[config.mk]
export PLATFORM = sky130hd
export DESIGN_NAME = spf_top
export DESIGN_NICKNAME = d
export VERILOG_FILES = /design/src/rtl/spf_pkg.sv /design/src/rtl/spf_top.sv
export SDC_FILE = /design/constraint.sdc
export NUM_CORES = 2
export LEC_CHECK = 0
export BUFFER_PORTS_ARGS = -buffer_cell sky130_fd_sc_hd__buf_2
export CORE_MARGIN = 10
export CORE_UTILIZATION = 35
export DETAILED_ROUTE_END_ITERATION = 8
export GPL_ROUTABILITY_DRIVEN = 0
export PLACE_DENSITY = 0.6
export SYNTH_ARGS = -nofsm -noshare
export SYNTH_HDL_FRONTEND = slang
export SYNTH_SLANG_ARGS = --single-unit
[constraint.sdc]
create_clock -name clock -period 32.8 [get_ports clock]
set_clock_uncertainty 0.2 [all_clocks]
set_input_delay 3.28 -clock clock [delete_from_list [all_inputs] [get_ports clock]]
set_output_delay 3.28 -clock clock [all_outputs]
set_load 0.005 [all_outputs]
[src/rtl/spf_pkg.sv]
// constants, register map and types of the slow port filter block
package spf_pkg;
  localparam logic [11:0] SPF_RX_CMD_OFS  = 12'h000;
  localparam logic [11:0] SPF_RX_STS_OFS  = 12'h004;
  localparam logic [11:0] SPF_TX_LEN_OFS  = 12'h008;
  localparam logic [11:0] SPF_HDR_VAL_OFS = 12'h010;
  localparam logic [11:0] SPF_HDR_EN_OFS  = 12'h040;
  localparam logic [11:0] SPF_USR_CMD_OFS = 12'h080;
  localparam logic [11:0] SPF_USR_INT_OFS = 12'h084;
  localparam logic [11:0] SPF_USR_RST_OFS = 12'h088;
  localparam logic [11:0] SPF_TX_CNT_OFS  = 12'h08C;
  localparam logic [11:0] SPF_RX_CNT_OFS  = 12'h090;
  localparam logic [11:0] SPF_USR_FF_OFS  = 12'h094;
  localparam logic [5:0]  SPF_RX_RAM_PAGE = 6'h10;
  localparam logic [5:0]  SPF_TX_RAM_PAGE = 6'h20;

  localparam int SPF_HDR_BYTES = 38;
  localparam int SPF_HDR_WORDS = 10;
  localparam int SPF_RAM_BYTES = 64;

  localparam int SPF_RX_EN_BIT    = 0;
  localparam int SPF_RX_ACK_BIT   = 1;
  localparam int SPF_RX_EMPTY_BIT = 15;
  localparam int SPF_TX_BUSY_BIT  = 31;
  localparam int SPF_GEN_BIT      = 0;
  localparam int SPF_VER_BIT      = 1;
  localparam int SPF_CONN_BIT     = 2;
  localparam int SPF_CEV_BIT      = 0;
  localparam int SPF_PRST_BIT     = 0;
  localparam int SPF_LINK_BIT     = 16;

  localparam logic [6:0] SPF_ETYPE_HI_POS = 7'h0C;
  localparam logic [6:0] SPF_ETYPE_LO_POS = 7'h0D;
  localparam logic [7:0] SPF_ETYPE_HI     = 8'h08;
  localparam logic [7:0] SPF_ETYPE_LO     = 8'h00;

  // reset defaults program the echo request filter, own address zero
  localparam logic [31:0] SPF_HDR_VAL_RST [SPF_HDR_WORDS] = '{
    32'h0, 32'h0, 32'h0, 32'h0045_0008, 32'h0,
    32'h0100_0000, 32'h0, 32'h0, 32'h0008_0000, 32'h0};
  localparam logic [31:0] SPF_HDR_EN_RST [SPF_HDR_WORDS] = '{
    32'h0, 32'h0, 32'h0, 32'h0001_0101, 32'h0,
    32'h0100_0000, 32'h0, 32'h0101_0000, 32'h0101_0101, 32'h0};

  typedef enum logic [1:0] {
    SPF_RX_IDLE = 2'b00,
    SPF_RX_CAPT = 2'b01,
    SPF_RX_DROP = 2'b11
  } spf_rx_st_t;
endpackage

[src/rtl/spf_top.sv]
// slow port frame filter, packet rams and fast port user registers
//
// Local design decisions: strobed register access and the address map.
`timescale 1ns/100ps

module spf_top #(
  parameter int PAT_W = 32
) (
  input  wire logic              clock,
  input  wire logic              reset,
  input  wire logic [11:0]       reg_addr,
  input  wire logic [31:0]       reg_wdata,
  input  wire logic              reg_wr,
  input  wire logic              reg_rd,
  output logic      [31:0]       reg_rdata,
  input  wire logic              rx_valid,
  input  wire logic [7:0]        rx_data,
  input  wire logic              rx_last,
  output logic                   tx_valid,
  output logic      [7:0]        tx_data,
  output logic                   tx_last,
  input  wire logic              tx_ready,
  input  wire logic              link_up,
  input  wire logic              conn_on,
  input  wire logic              conn_event,
  input  wire logic [15:0]       fast_fifo_count,
  output logic                   gen_valid,
  output logic      [PAT_W-1:0]  gen_data,
  input  wire logic              gen_ready,
  input  wire logic              chk_valid,
  input  wire logic [PAT_W-1:0]  chk_data
);
  localparam logic [31:0] PAT_BYTES = 32'(PAT_W / 8);
  logic [31:0]         hdr_val_r [spf_pkg::SPF_HDR_WORDS];
  logic [31:0]         hdr_en_r  [spf_pkg::SPF_HDR_WORDS];
  logic [7:0]          rx_ram_r  [spf_pkg::SPF_RAM_BYTES];
  logic [7:0]          tx_ram_r  [spf_pkg::SPF_RAM_BYTES];
  logic                rx_en_r;
  logic                desc_vld_r;
  logic [5:0]          desc_last_r;
  spf_pkg::spf_rx_st_t rx_st_r;
  logic [6:0]          rx_idx_r;
  logic                rx_match_r;
  logic                tx_busy_r;
  logic [6:0]          tx_len_r;
  logic [6:0]          tx_ptr_r;
  logic [7:0]          tx_data_r;
  logic                gen_run_r;
  logic                ver_en_r;
  logic                err_r;
  logic                cev_r;
  logic [PAT_W-1:0]    gen_data_r;
  logic [PAT_W-1:0]    exp_r;
  logic [31:0]         tx_cnt_r;
  logic [31:0]         rx_cnt_r;
  logic [31:0]         rd_nxt;
  logic [31:0]         reg_rdata_r;
  logic       wr_rx_cmd;
  logic       wr_tx_len;
  logic       wr_usr_cmd;
  logic       wr_usr_int;
  logic       wr_usr_rst;
  logic       hv_sel;
  logic       he_sel;
  logic [3:0] hv_idx;
  logic [3:0] he_idx;
  logic       tx_ram_sel;
  logic       rx_ram_sel;
  logic [6:0] idx_cur;
  logic       cap_go;
  logic       byte_ok;
  logic       match_cur;
  logic [7:0] hdr_byte;
  logic       hdr_en;
  logic       push;
  logic       tx_start;
  logic       tx_hs;
  logic       pop;
  assign wr_rx_cmd  = reg_wr && reg_addr == spf_pkg::SPF_RX_CMD_OFS;
  assign wr_tx_len  = reg_wr && reg_addr == spf_pkg::SPF_TX_LEN_OFS;
  assign wr_usr_cmd = reg_wr && reg_addr == spf_pkg::SPF_USR_CMD_OFS;
  assign wr_usr_int = reg_wr && reg_addr == spf_pkg::SPF_USR_INT_OFS;
  assign wr_usr_rst = reg_wr && reg_addr == spf_pkg::SPF_USR_RST_OFS;
  assign hv_idx     = 4'((reg_addr - spf_pkg::SPF_HDR_VAL_OFS) >> 2);
  assign he_idx     = 4'((reg_addr - spf_pkg::SPF_HDR_EN_OFS) >> 2);
  // full-width bound: a cut index would alias the counters and the rams
  assign hv_sel     = reg_addr >= spf_pkg::SPF_HDR_VAL_OFS && reg_addr[1:0] == 2'h0 &&
                      reg_addr < spf_pkg::SPF_HDR_VAL_OFS + 12'(4 * spf_pkg::SPF_HDR_WORDS);
  assign he_sel     = reg_addr >= spf_pkg::SPF_HDR_EN_OFS && reg_addr[1:0] == 2'h0 &&
                      reg_addr < spf_pkg::SPF_HDR_EN_OFS + 12'(4 * spf_pkg::SPF_HDR_WORDS);
  assign tx_ram_sel = reg_addr[11:6] == spf_pkg::SPF_TX_RAM_PAGE;
  assign rx_ram_sel = reg_addr[11:6] == spf_pkg::SPF_RX_RAM_PAGE;
  // header programming registers
  always_ff @(posedge clock or posedge reset) begin
    if (reset) begin
      hdr_val_r <= spf_pkg::SPF_HDR_VAL_RST;
      hdr_en_r  <= spf_pkg::SPF_HDR_EN_RST;
    end else if (reg_wr) begin
      if (hv_sel) begin
        hdr_val_r[hv_idx] <= reg_wdata;
      end
      if (he_sel) begin
        hdr_en_r[he_idx] <= reg_wdata;
      end
    end
  end
  // filter: one compare per incoming byte, decision at the last byte
  assign idx_cur  = (rx_st_r == spf_pkg::SPF_RX_IDLE) ? 7'h00 : rx_idx_r;
  assign cap_go   = rx_valid && (rx_st_r == spf_pkg::SPF_RX_CAPT ||
                    (rx_st_r == spf_pkg::SPF_RX_IDLE && rx_en_r && !desc_vld_r));
  assign hdr_byte = (idx_cur < 7'(spf_pkg::SPF_HDR_BYTES)) ?
                    hdr_val_r[idx_cur[5:2]][{idx_cur[1:0], 3'b000} +: 8] : 8'h00;
  assign hdr_en   = (idx_cur < 7'(spf_pkg::SPF_HDR_BYTES)) &&
                    hdr_en_r[idx_cur[5:2]][{idx_cur[1:0], 3'b000}];
  always_comb begin
    byte_ok = !hdr_en || rx_data == hdr_byte;
    if (idx_cur == spf_pkg::SPF_ETYPE_HI_POS) begin
      byte_ok = byte_ok && rx_data == spf_pkg::SPF_ETYPE_HI;
    end
    if (idx_cur == spf_pkg::SPF_ETYPE_LO_POS) begin
      byte_ok = byte_ok && rx_data == spf_pkg::SPF_ETYPE_LO;
    end
  end
  // overlong and short frames fail: short ones would skip enabled bytes
  assign match_cur = (idx_cur == 7'h00 || rx_match_r) && byte_ok && !idx_cur[6];
  assign push      = cap_go && rx_last && match_cur &&
                     idx_cur >= 7'(spf_pkg::SPF_HDR_BYTES - 1);
  assign pop       = wr_rx_cmd && reg_wdata[spf_pkg::SPF_RX_ACK_BIT];

  always_ff @(posedge clock or posedge reset) begin
    if (reset) begin
      rx_st_r    <= spf_pkg::SPF_RX_IDLE;
      rx_idx_r   <= 7'h00;
      rx_match_r <= 1'b0;
    end else if (rx_valid) begin
      unique case (rx_st_r)
        spf_pkg::SPF_RX_IDLE: begin
          if (!rx_last) begin
            rx_st_r <= cap_go ? spf_pkg::SPF_RX_CAPT : spf_pkg::SPF_RX_DROP;
          end
        end
        spf_pkg::SPF_RX_CAPT, spf_pkg::SPF_RX_DROP: begin
          if (rx_last) begin
            rx_st_r <= spf_pkg::SPF_RX_IDLE;
          end
        end
      endcase
      rx_idx_r   <= idx_cur[6] ? idx_cur : idx_cur + 7'h01;
      rx_match_r <= match_cur;
    end
  end
  // one stored frame at a time, always from ram address zero
  always_ff @(posedge clock or posedge reset) begin
    if (reset) begin
      rx_en_r     <= 1'b0;
      desc_vld_r  <= 1'b0;
      desc_last_r <= 6'h00;
    end else begin
      if (wr_rx_cmd) begin
        rx_en_r <= reg_wdata[spf_pkg::SPF_RX_EN_BIT];
      end
      if (push) begin
        desc_vld_r  <= 1'b1;
        desc_last_r <= idx_cur[5:0];
      end else if (pop) begin
        desc_vld_r <= 1'b0;
      end
    end
  end
  // storage; rejected bytes only land in space no descriptor points at
  for (genvar i = 0; i < spf_pkg::SPF_RAM_BYTES; i++) begin : g_ram
    always_ff @(posedge clock) begin
      if (cap_go && !idx_cur[6] && idx_cur[5:0] == 6'(i)) begin
        rx_ram_r[i] <= rx_data;
      end
      if (reg_wr && tx_ram_sel && reg_addr[5:2] == 4'(i / 4)) begin
        tx_ram_r[i] <= reg_wdata[8 * (i % 4) +: 8];
      end
    end
  end
  // transmit: length write launches; zero, overlong or busy writes ignored
  assign tx_start = wr_tx_len && !tx_busy_r && reg_wdata[6:0] != 7'h00 &&
                    reg_wdata[31:7] == 25'h0 && reg_wdata[6:0] <= 7'(spf_pkg::SPF_RAM_BYTES);
  assign tx_hs    = tx_busy_r && tx_ready;
  assign tx_valid = tx_busy_r;
  assign tx_data  = tx_data_r;
  assign tx_last  = tx_busy_r && tx_ptr_r + 7'h01 == tx_len_r;

  always_ff @(posedge clock or posedge reset) begin
    if (reset) begin
      tx_busy_r <= 1'b0;
      tx_len_r  <= 7'h00;
      tx_ptr_r  <= 7'h00;
      tx_data_r <= 8'h00;
    end else if (tx_start) begin
      tx_busy_r <= 1'b1;
      tx_len_r  <= reg_wdata[6:0];
      tx_ptr_r  <= 7'h00;
      tx_data_r <= tx_ram_r[0];
    end else if (tx_hs) begin
      tx_ptr_r  <= tx_ptr_r + 7'h01;
      tx_data_r <= tx_ram_r[6'(tx_ptr_r + 7'h01)];
      if (tx_last) begin
        tx_busy_r <= 1'b0;
      end
    end
  end
  // pattern generator and checker of the fast port
  assign gen_valid = gen_run_r;
  assign gen_data  = gen_data_r;

  always_ff @(posedge clock or posedge reset) begin
    if (reset) begin
      gen_run_r <= 1'b0;
      ver_en_r  <= 1'b0;
    end else if (wr_usr_cmd) begin
      gen_run_r <= reg_wdata[spf_pkg::SPF_GEN_BIT];
      ver_en_r  <= reg_wdata[spf_pkg::SPF_VER_BIT];
    end
  end

  always_ff @(posedge clock or posedge reset) begin
    if (reset) begin
      gen_data_r <= '0;
      exp_r      <= '0;
      err_r      <= 1'b0;
      tx_cnt_r   <= 32'h0;
      rx_cnt_r   <= 32'h0;
    end else if (wr_usr_rst && reg_wdata[spf_pkg::SPF_PRST_BIT]) begin
      gen_data_r <= '0;
      exp_r      <= '0;
      err_r      <= 1'b0;
      tx_cnt_r   <= 32'h0;
      rx_cnt_r   <= 32'h0;
    end else begin
      if (gen_valid && gen_ready) begin
        gen_data_r <= gen_data_r + 1'b1;
        tx_cnt_r   <= tx_cnt_r + PAT_BYTES;
      end
      if (chk_valid) begin
        exp_r    <= exp_r + 1'b1;
        rx_cnt_r <= rx_cnt_r + PAT_BYTES;
        if (ver_en_r && chk_data != exp_r) begin
          err_r <= 1'b1;
        end
      end
    end
  end
  // sticky event: a new event beats a clear in the same cycle
  always_ff @(posedge clock or posedge reset) begin
    if (reset) begin
      cev_r <= 1'b0;
    end else if (conn_event) begin
      cev_r <= 1'b1;
    end else if (wr_usr_int && reg_wdata[spf_pkg::SPF_CEV_BIT]) begin
      cev_r <= 1'b0;
    end
  end
  // read mux, unmapped addresses read zero
  always_comb begin
    rd_nxt = 32'h0;
    if (hv_sel) begin
      rd_nxt = hdr_val_r[hv_idx];
    end else if (he_sel) begin
      rd_nxt = hdr_en_r[he_idx];
    end else if (rx_ram_sel) begin
      rd_nxt = {rx_ram_r[{reg_addr[5:2], 2'b11}], rx_ram_r[{reg_addr[5:2], 2'b10}],
                rx_ram_r[{reg_addr[5:2], 2'b01}], rx_ram_r[{reg_addr[5:2], 2'b00}]};
    end else if (tx_ram_sel) begin
      rd_nxt = {tx_ram_r[{reg_addr[5:2], 2'b11}], tx_ram_r[{reg_addr[5:2], 2'b10}],
                tx_ram_r[{reg_addr[5:2], 2'b01}], tx_ram_r[{reg_addr[5:2], 2'b00}]};
    end else begin
      case (reg_addr)
        spf_pkg::SPF_RX_CMD_OFS: rd_nxt[spf_pkg::SPF_RX_EN_BIT] = rx_en_r;
        spf_pkg::SPF_RX_STS_OFS: begin
          rd_nxt[spf_pkg::SPF_RX_EMPTY_BIT] = !desc_vld_r;
          rd_nxt[5:0] = desc_last_r;
        end
        spf_pkg::SPF_TX_LEN_OFS: begin
          rd_nxt[spf_pkg::SPF_TX_BUSY_BIT] = tx_busy_r;
          rd_nxt[6:0] = tx_len_r;
        end
        spf_pkg::SPF_USR_CMD_OFS: begin
          rd_nxt[spf_pkg::SPF_GEN_BIT]  = gen_run_r;
          rd_nxt[spf_pkg::SPF_VER_BIT]  = err_r;
          rd_nxt[spf_pkg::SPF_CONN_BIT] = conn_on;
        end
        spf_pkg::SPF_USR_INT_OFS: rd_nxt[spf_pkg::SPF_CEV_BIT] = cev_r;
        spf_pkg::SPF_USR_RST_OFS: rd_nxt[spf_pkg::SPF_LINK_BIT] = link_up;
        spf_pkg::SPF_TX_CNT_OFS:  rd_nxt = tx_cnt_r;
        spf_pkg::SPF_RX_CNT_OFS:  rd_nxt = rx_cnt_r;
        spf_pkg::SPF_USR_FF_OFS:  rd_nxt[15:0] = fast_fifo_count;
        default:                  rd_nxt = 32'h0;
      endcase
    end
  end
  // data valid only in the cycle after the strobe
  always_ff @(posedge clock or posedge reset) begin
    if (reset) begin
      reg_rdata_r <= 32'h0;
    end else if (reg_rd) begin
      reg_rdata_r <= rd_nxt;
    end else begin
      reg_rdata_r <= 32'h0;
    end
  end
  assign reg_rdata = reg_rdata_r;
  // per-byte agreement of the stored frame with the programmed header
  logic [spf_pkg::SPF_HDR_BYTES-1:0] ok_vec;
  for (genvar b = 0; b < spf_pkg::SPF_HDR_BYTES; b++) begin : g_ok
    assign ok_vec[b] = !hdr_en_r[b / 4][8 * (b % 4)] ||
                       rx_ram_r[b] == hdr_val_r[b / 4][8 * (b % 4) +: 8];
  end
endmodule

==> impl_metrics.toml <==
[detailed_routing]
drc = 0
wl_um = 282000
drt_iter0_markers = 6336
drt-wirelength-per-cell_um = 31.8
vias_per_cell = 5.99
vias = 53200
detail-route-antenna-nets = 0
first_pass_iters = 6

[die]
dieArea_um2 = 266000
die_x_um = 516
core-area_um2 = 245000
io_pins = 187
rows = 182
start_util = 0.351
chipHeight_um = 516

[sta]
max_slew.worst_pin.slew_ps = 1410
rsz0062_at_grt = "no"
whs_ps = 286
fin_setup_tns_ps = 0
period_share = 0.231
maxSlewHeadroom = 0.0624
hold_viol_final = 0
setup_slack_ps = 25220
fmax_mhz = 132
setup_viol = 0
timing.final.crit_period_ps = 7580
slew_violations = 0

[pwr]
peakVddDrop_mv = 0.0652
p_leak_nw = 36.6
power_density_nw_per_um2 = 56.0

[clocking]
cts_made_buffers = 192
holdBufCountCts = 0
cts-root-buf = "clkbuf_16"
cts_tree = "yes"
clk_path_buf_depth = 3
cts-resized-gates = 0
htreeDepth = 4
insertion_delay_ps = 870
cts.sinks = 1865
cts_setup_buffers = 0
clk_pin_slew_ps = 60

[logic_synthesis]
syn_nets = 5494
synth_compound_area_frac = 0.0453
synth_cells = 5368
synth_top_family_by_area = "multiplexers"
ys_async_sr_fraction = 0.451
synth-xor-area-share = 0.0173
synth_fa_ha_area_frac = 0.00203
ys_seq_elements = 1865
yosysSeqAreaShare = 0.602
synthSimpleGateAreaFrac = 0.0451
synth_edf_count = 1024
ys_types = 88
synth_flop_cell = "edfxtp_1"
avgSynthCellArea_um2 = 16.0
synth_mux_area_frac = 0.265
syn-cell-area_um2 = 86100
synth.yosys.warnings = 0

[layout]
fin_nets = 5605
mostFrequentLayoutCell = "edfxtp_1"
layout_common_cells = "edfxtp_1, dfrtp_1, mux2_2"
syn2layout_area_growth_pct = 12.7
drive_gt1_frac = 0.358

[min_path]
hp-class = "register to register"

[grt]
grt_util_met1 = 0.278
grt_pass1_vias = 53300
antenna_found_initial = 25
grt_max_degree = 154
grt_usage = 0.206
busiest_layer = "met2"
grt_use_met3 = 0.0507
grt_pass1_wl_um = 403000
grt.overflow.total = 0
gr-usage-met2 = 0.317

[critical_path]
worst_setup_path_start_kind = "input pin"
crit_path_frequent_cell = "buf_4"
crit_cells = 9
critical_path.max_fanout = 87
r2r_cells = 7
r2r-start = "rx_st_r[0]"
cp_num_buf_inv = 4
critPathArrivalTime_ps = 8060
rrSetupSlack_ps = 26800
critPathTopFamily = "buffers and inverters"
startpoint = "reg_addr[2]"
required_ps = 33290
worst_setup_path_end_kind = "register"
crit_chain = "buf_8 > buf_12 > buf_4 > buf_4 > mux4_2 > o22ai_1 > nor3_1 > a221oi_1 > a31oi_1"
critPathSlowestCell = "buf_4"
rr_endpoint = "rx_ram_r[7][30]"
crit_end = "reg_rdata[18]"
slowest_delay_ps = 790
worstSetupPathType = "input pin to register"

[place]
dp_hpwl_um = 178000
numPortBuffers = 186
dp_slack_ps = 24500

[run]
cap_violations = 0

[status]
status = "finished clean"
[cells in the mapped netlist (9+ instances only)]
cell / n / area [um2]
a311oi_1: 16 / 140
edfxtp_1: 1024 / 30700
o22ai_1: 45 / 282
mux2i_1: 132 / 1320
dfstp_2: 16 / 420
dfrtp_1: 825 / 20600
and3_1: 31 / 194
inv_1: 33 / 124
a21oi_1: 106 / 531
buf_4: 13 / 97.6
or3_1: 15 / 93.8
a22o_1: 9 / 78.8
clkbuf_1: 278 / 1040
nor2_1: 362 / 1360
mux2_2: 685 / 7710
nand2b_1: 14 / 87.6
xor2_1: 93 / 815
nor2b_1: 14 / 87.6
o21ai_0: 108 / 541
mux4_2: 609 / 13700
a2bb2oi_1: 13 / 114
a222oi_1: 13 / 130
a31oi_1: 32 / 200
xnor2_1: 77 / 674
o31ai_1: 9 / 67.6
a221oi_1: 29 / 254
nand3_1: 76 / 380
a22oi_1: 57 / 428
nand4_1: 48 / 300
nor3_1: 45 / 225
o221ai_1: 23 / 201
nand2_1: 199 / 747
a211oi_1: 15 / 113
buf_6: 13 / 146
o211ai_1: 9 / 67.6
buf_1: 58 / 218
buf_2: 67 / 335
nor4_1: 16 / 100
ha_1: 14 / 175
[state kept, by name, summed over array words and instances, names as in the netlist, 2 cells and up]
register,cells
desc_last_r,6
exp_r,32
gen_data,32
hdr_en_r,320
hdr_val_r,320
reg_rdata,32
rx_cnt_r,30
rx_idx_r,7
rx_ram_r,512
rx_st_r,2
tx_cnt_r,30
tx_data,8
tx_len_r,7
tx_ptr_r,7
tx_ram_r,512
[where the power goes]
part	leakage (nW)	switching, mW	total, mW	internal, mW
combinational	12.8	0.489	0.703	0.214
clock	3.02	0.947	2.19	1.24
sequential	20.8	0.0465	2.55	2.50
[per-stage QoR]
step           cell area [um2]   util  total power [mW]  cells
2_1_floorplan            86100      -              2.99   5368
3_3_place_gp             90800  0.370              3.27   8505
3_5_place_dp             90800  0.370              3.27   8505
4_1_cts                  97000  0.396              5.44   8861
5_1_grt                  97000  0.396              5.58   8868
6_report                 97000  0.396              5.43   8878
[routing by layer]
layer,routed length [um],part of all wire,vias to the layer above
li1,-,-,21300
met1,114000,0.40,28500
met2,128000,0.45,2773
met3,26300,0.093,593
met4,14000,0.050,10
met5,74,0.00026,-
[final cells by class]
class / instances / area, um2
Tap cell: 3220 / 4030
Clock inverter: 95 / 927
Antenna cell: 17 / 42.5
Timing Repair Buffer: 349 / 2230
Inverter: 33 / 136
Fill cell: 22300 / 148000
Sequential cell: 1865 / 51800
Clock buffer: 261 / 5280
Multi-Input combinational cell: 3038 / 32600
[worst min path at each step]
| stage | from | to | slack [ps] | cells after the start |
|---|---|---|---|---|
| floorplan | desc_last_r[5] | desc_last_r[5] | 240 | 1 |
| global placement | cev_r | cev_r | 260 | 1 |
| detailed placement | desc_last_r[5] | desc_last_r[5] | 270 | 1 |
| CTS | desc_last_r[5] | desc_last_r[5] | 280 | 1 |
| global route | desc_last_r[5] | desc_last_r[5] | 310 | 1 |
| finish | desc_last_r[5] | desc_last_r[5] | 290 | 1 |
[kinds of logic (layout without fill, tap and decap cells)]
logic type,count (synthesis),after routing
flops,1865,1865
buf+inv,465,738
simple gates,858,858
mux,1431,1431
other cells,0,17
compound gates,565,565
xor+xnor,170,170
fa+ha+maj,14,14
Note: power is estimated with default switching activity, not from simulation.
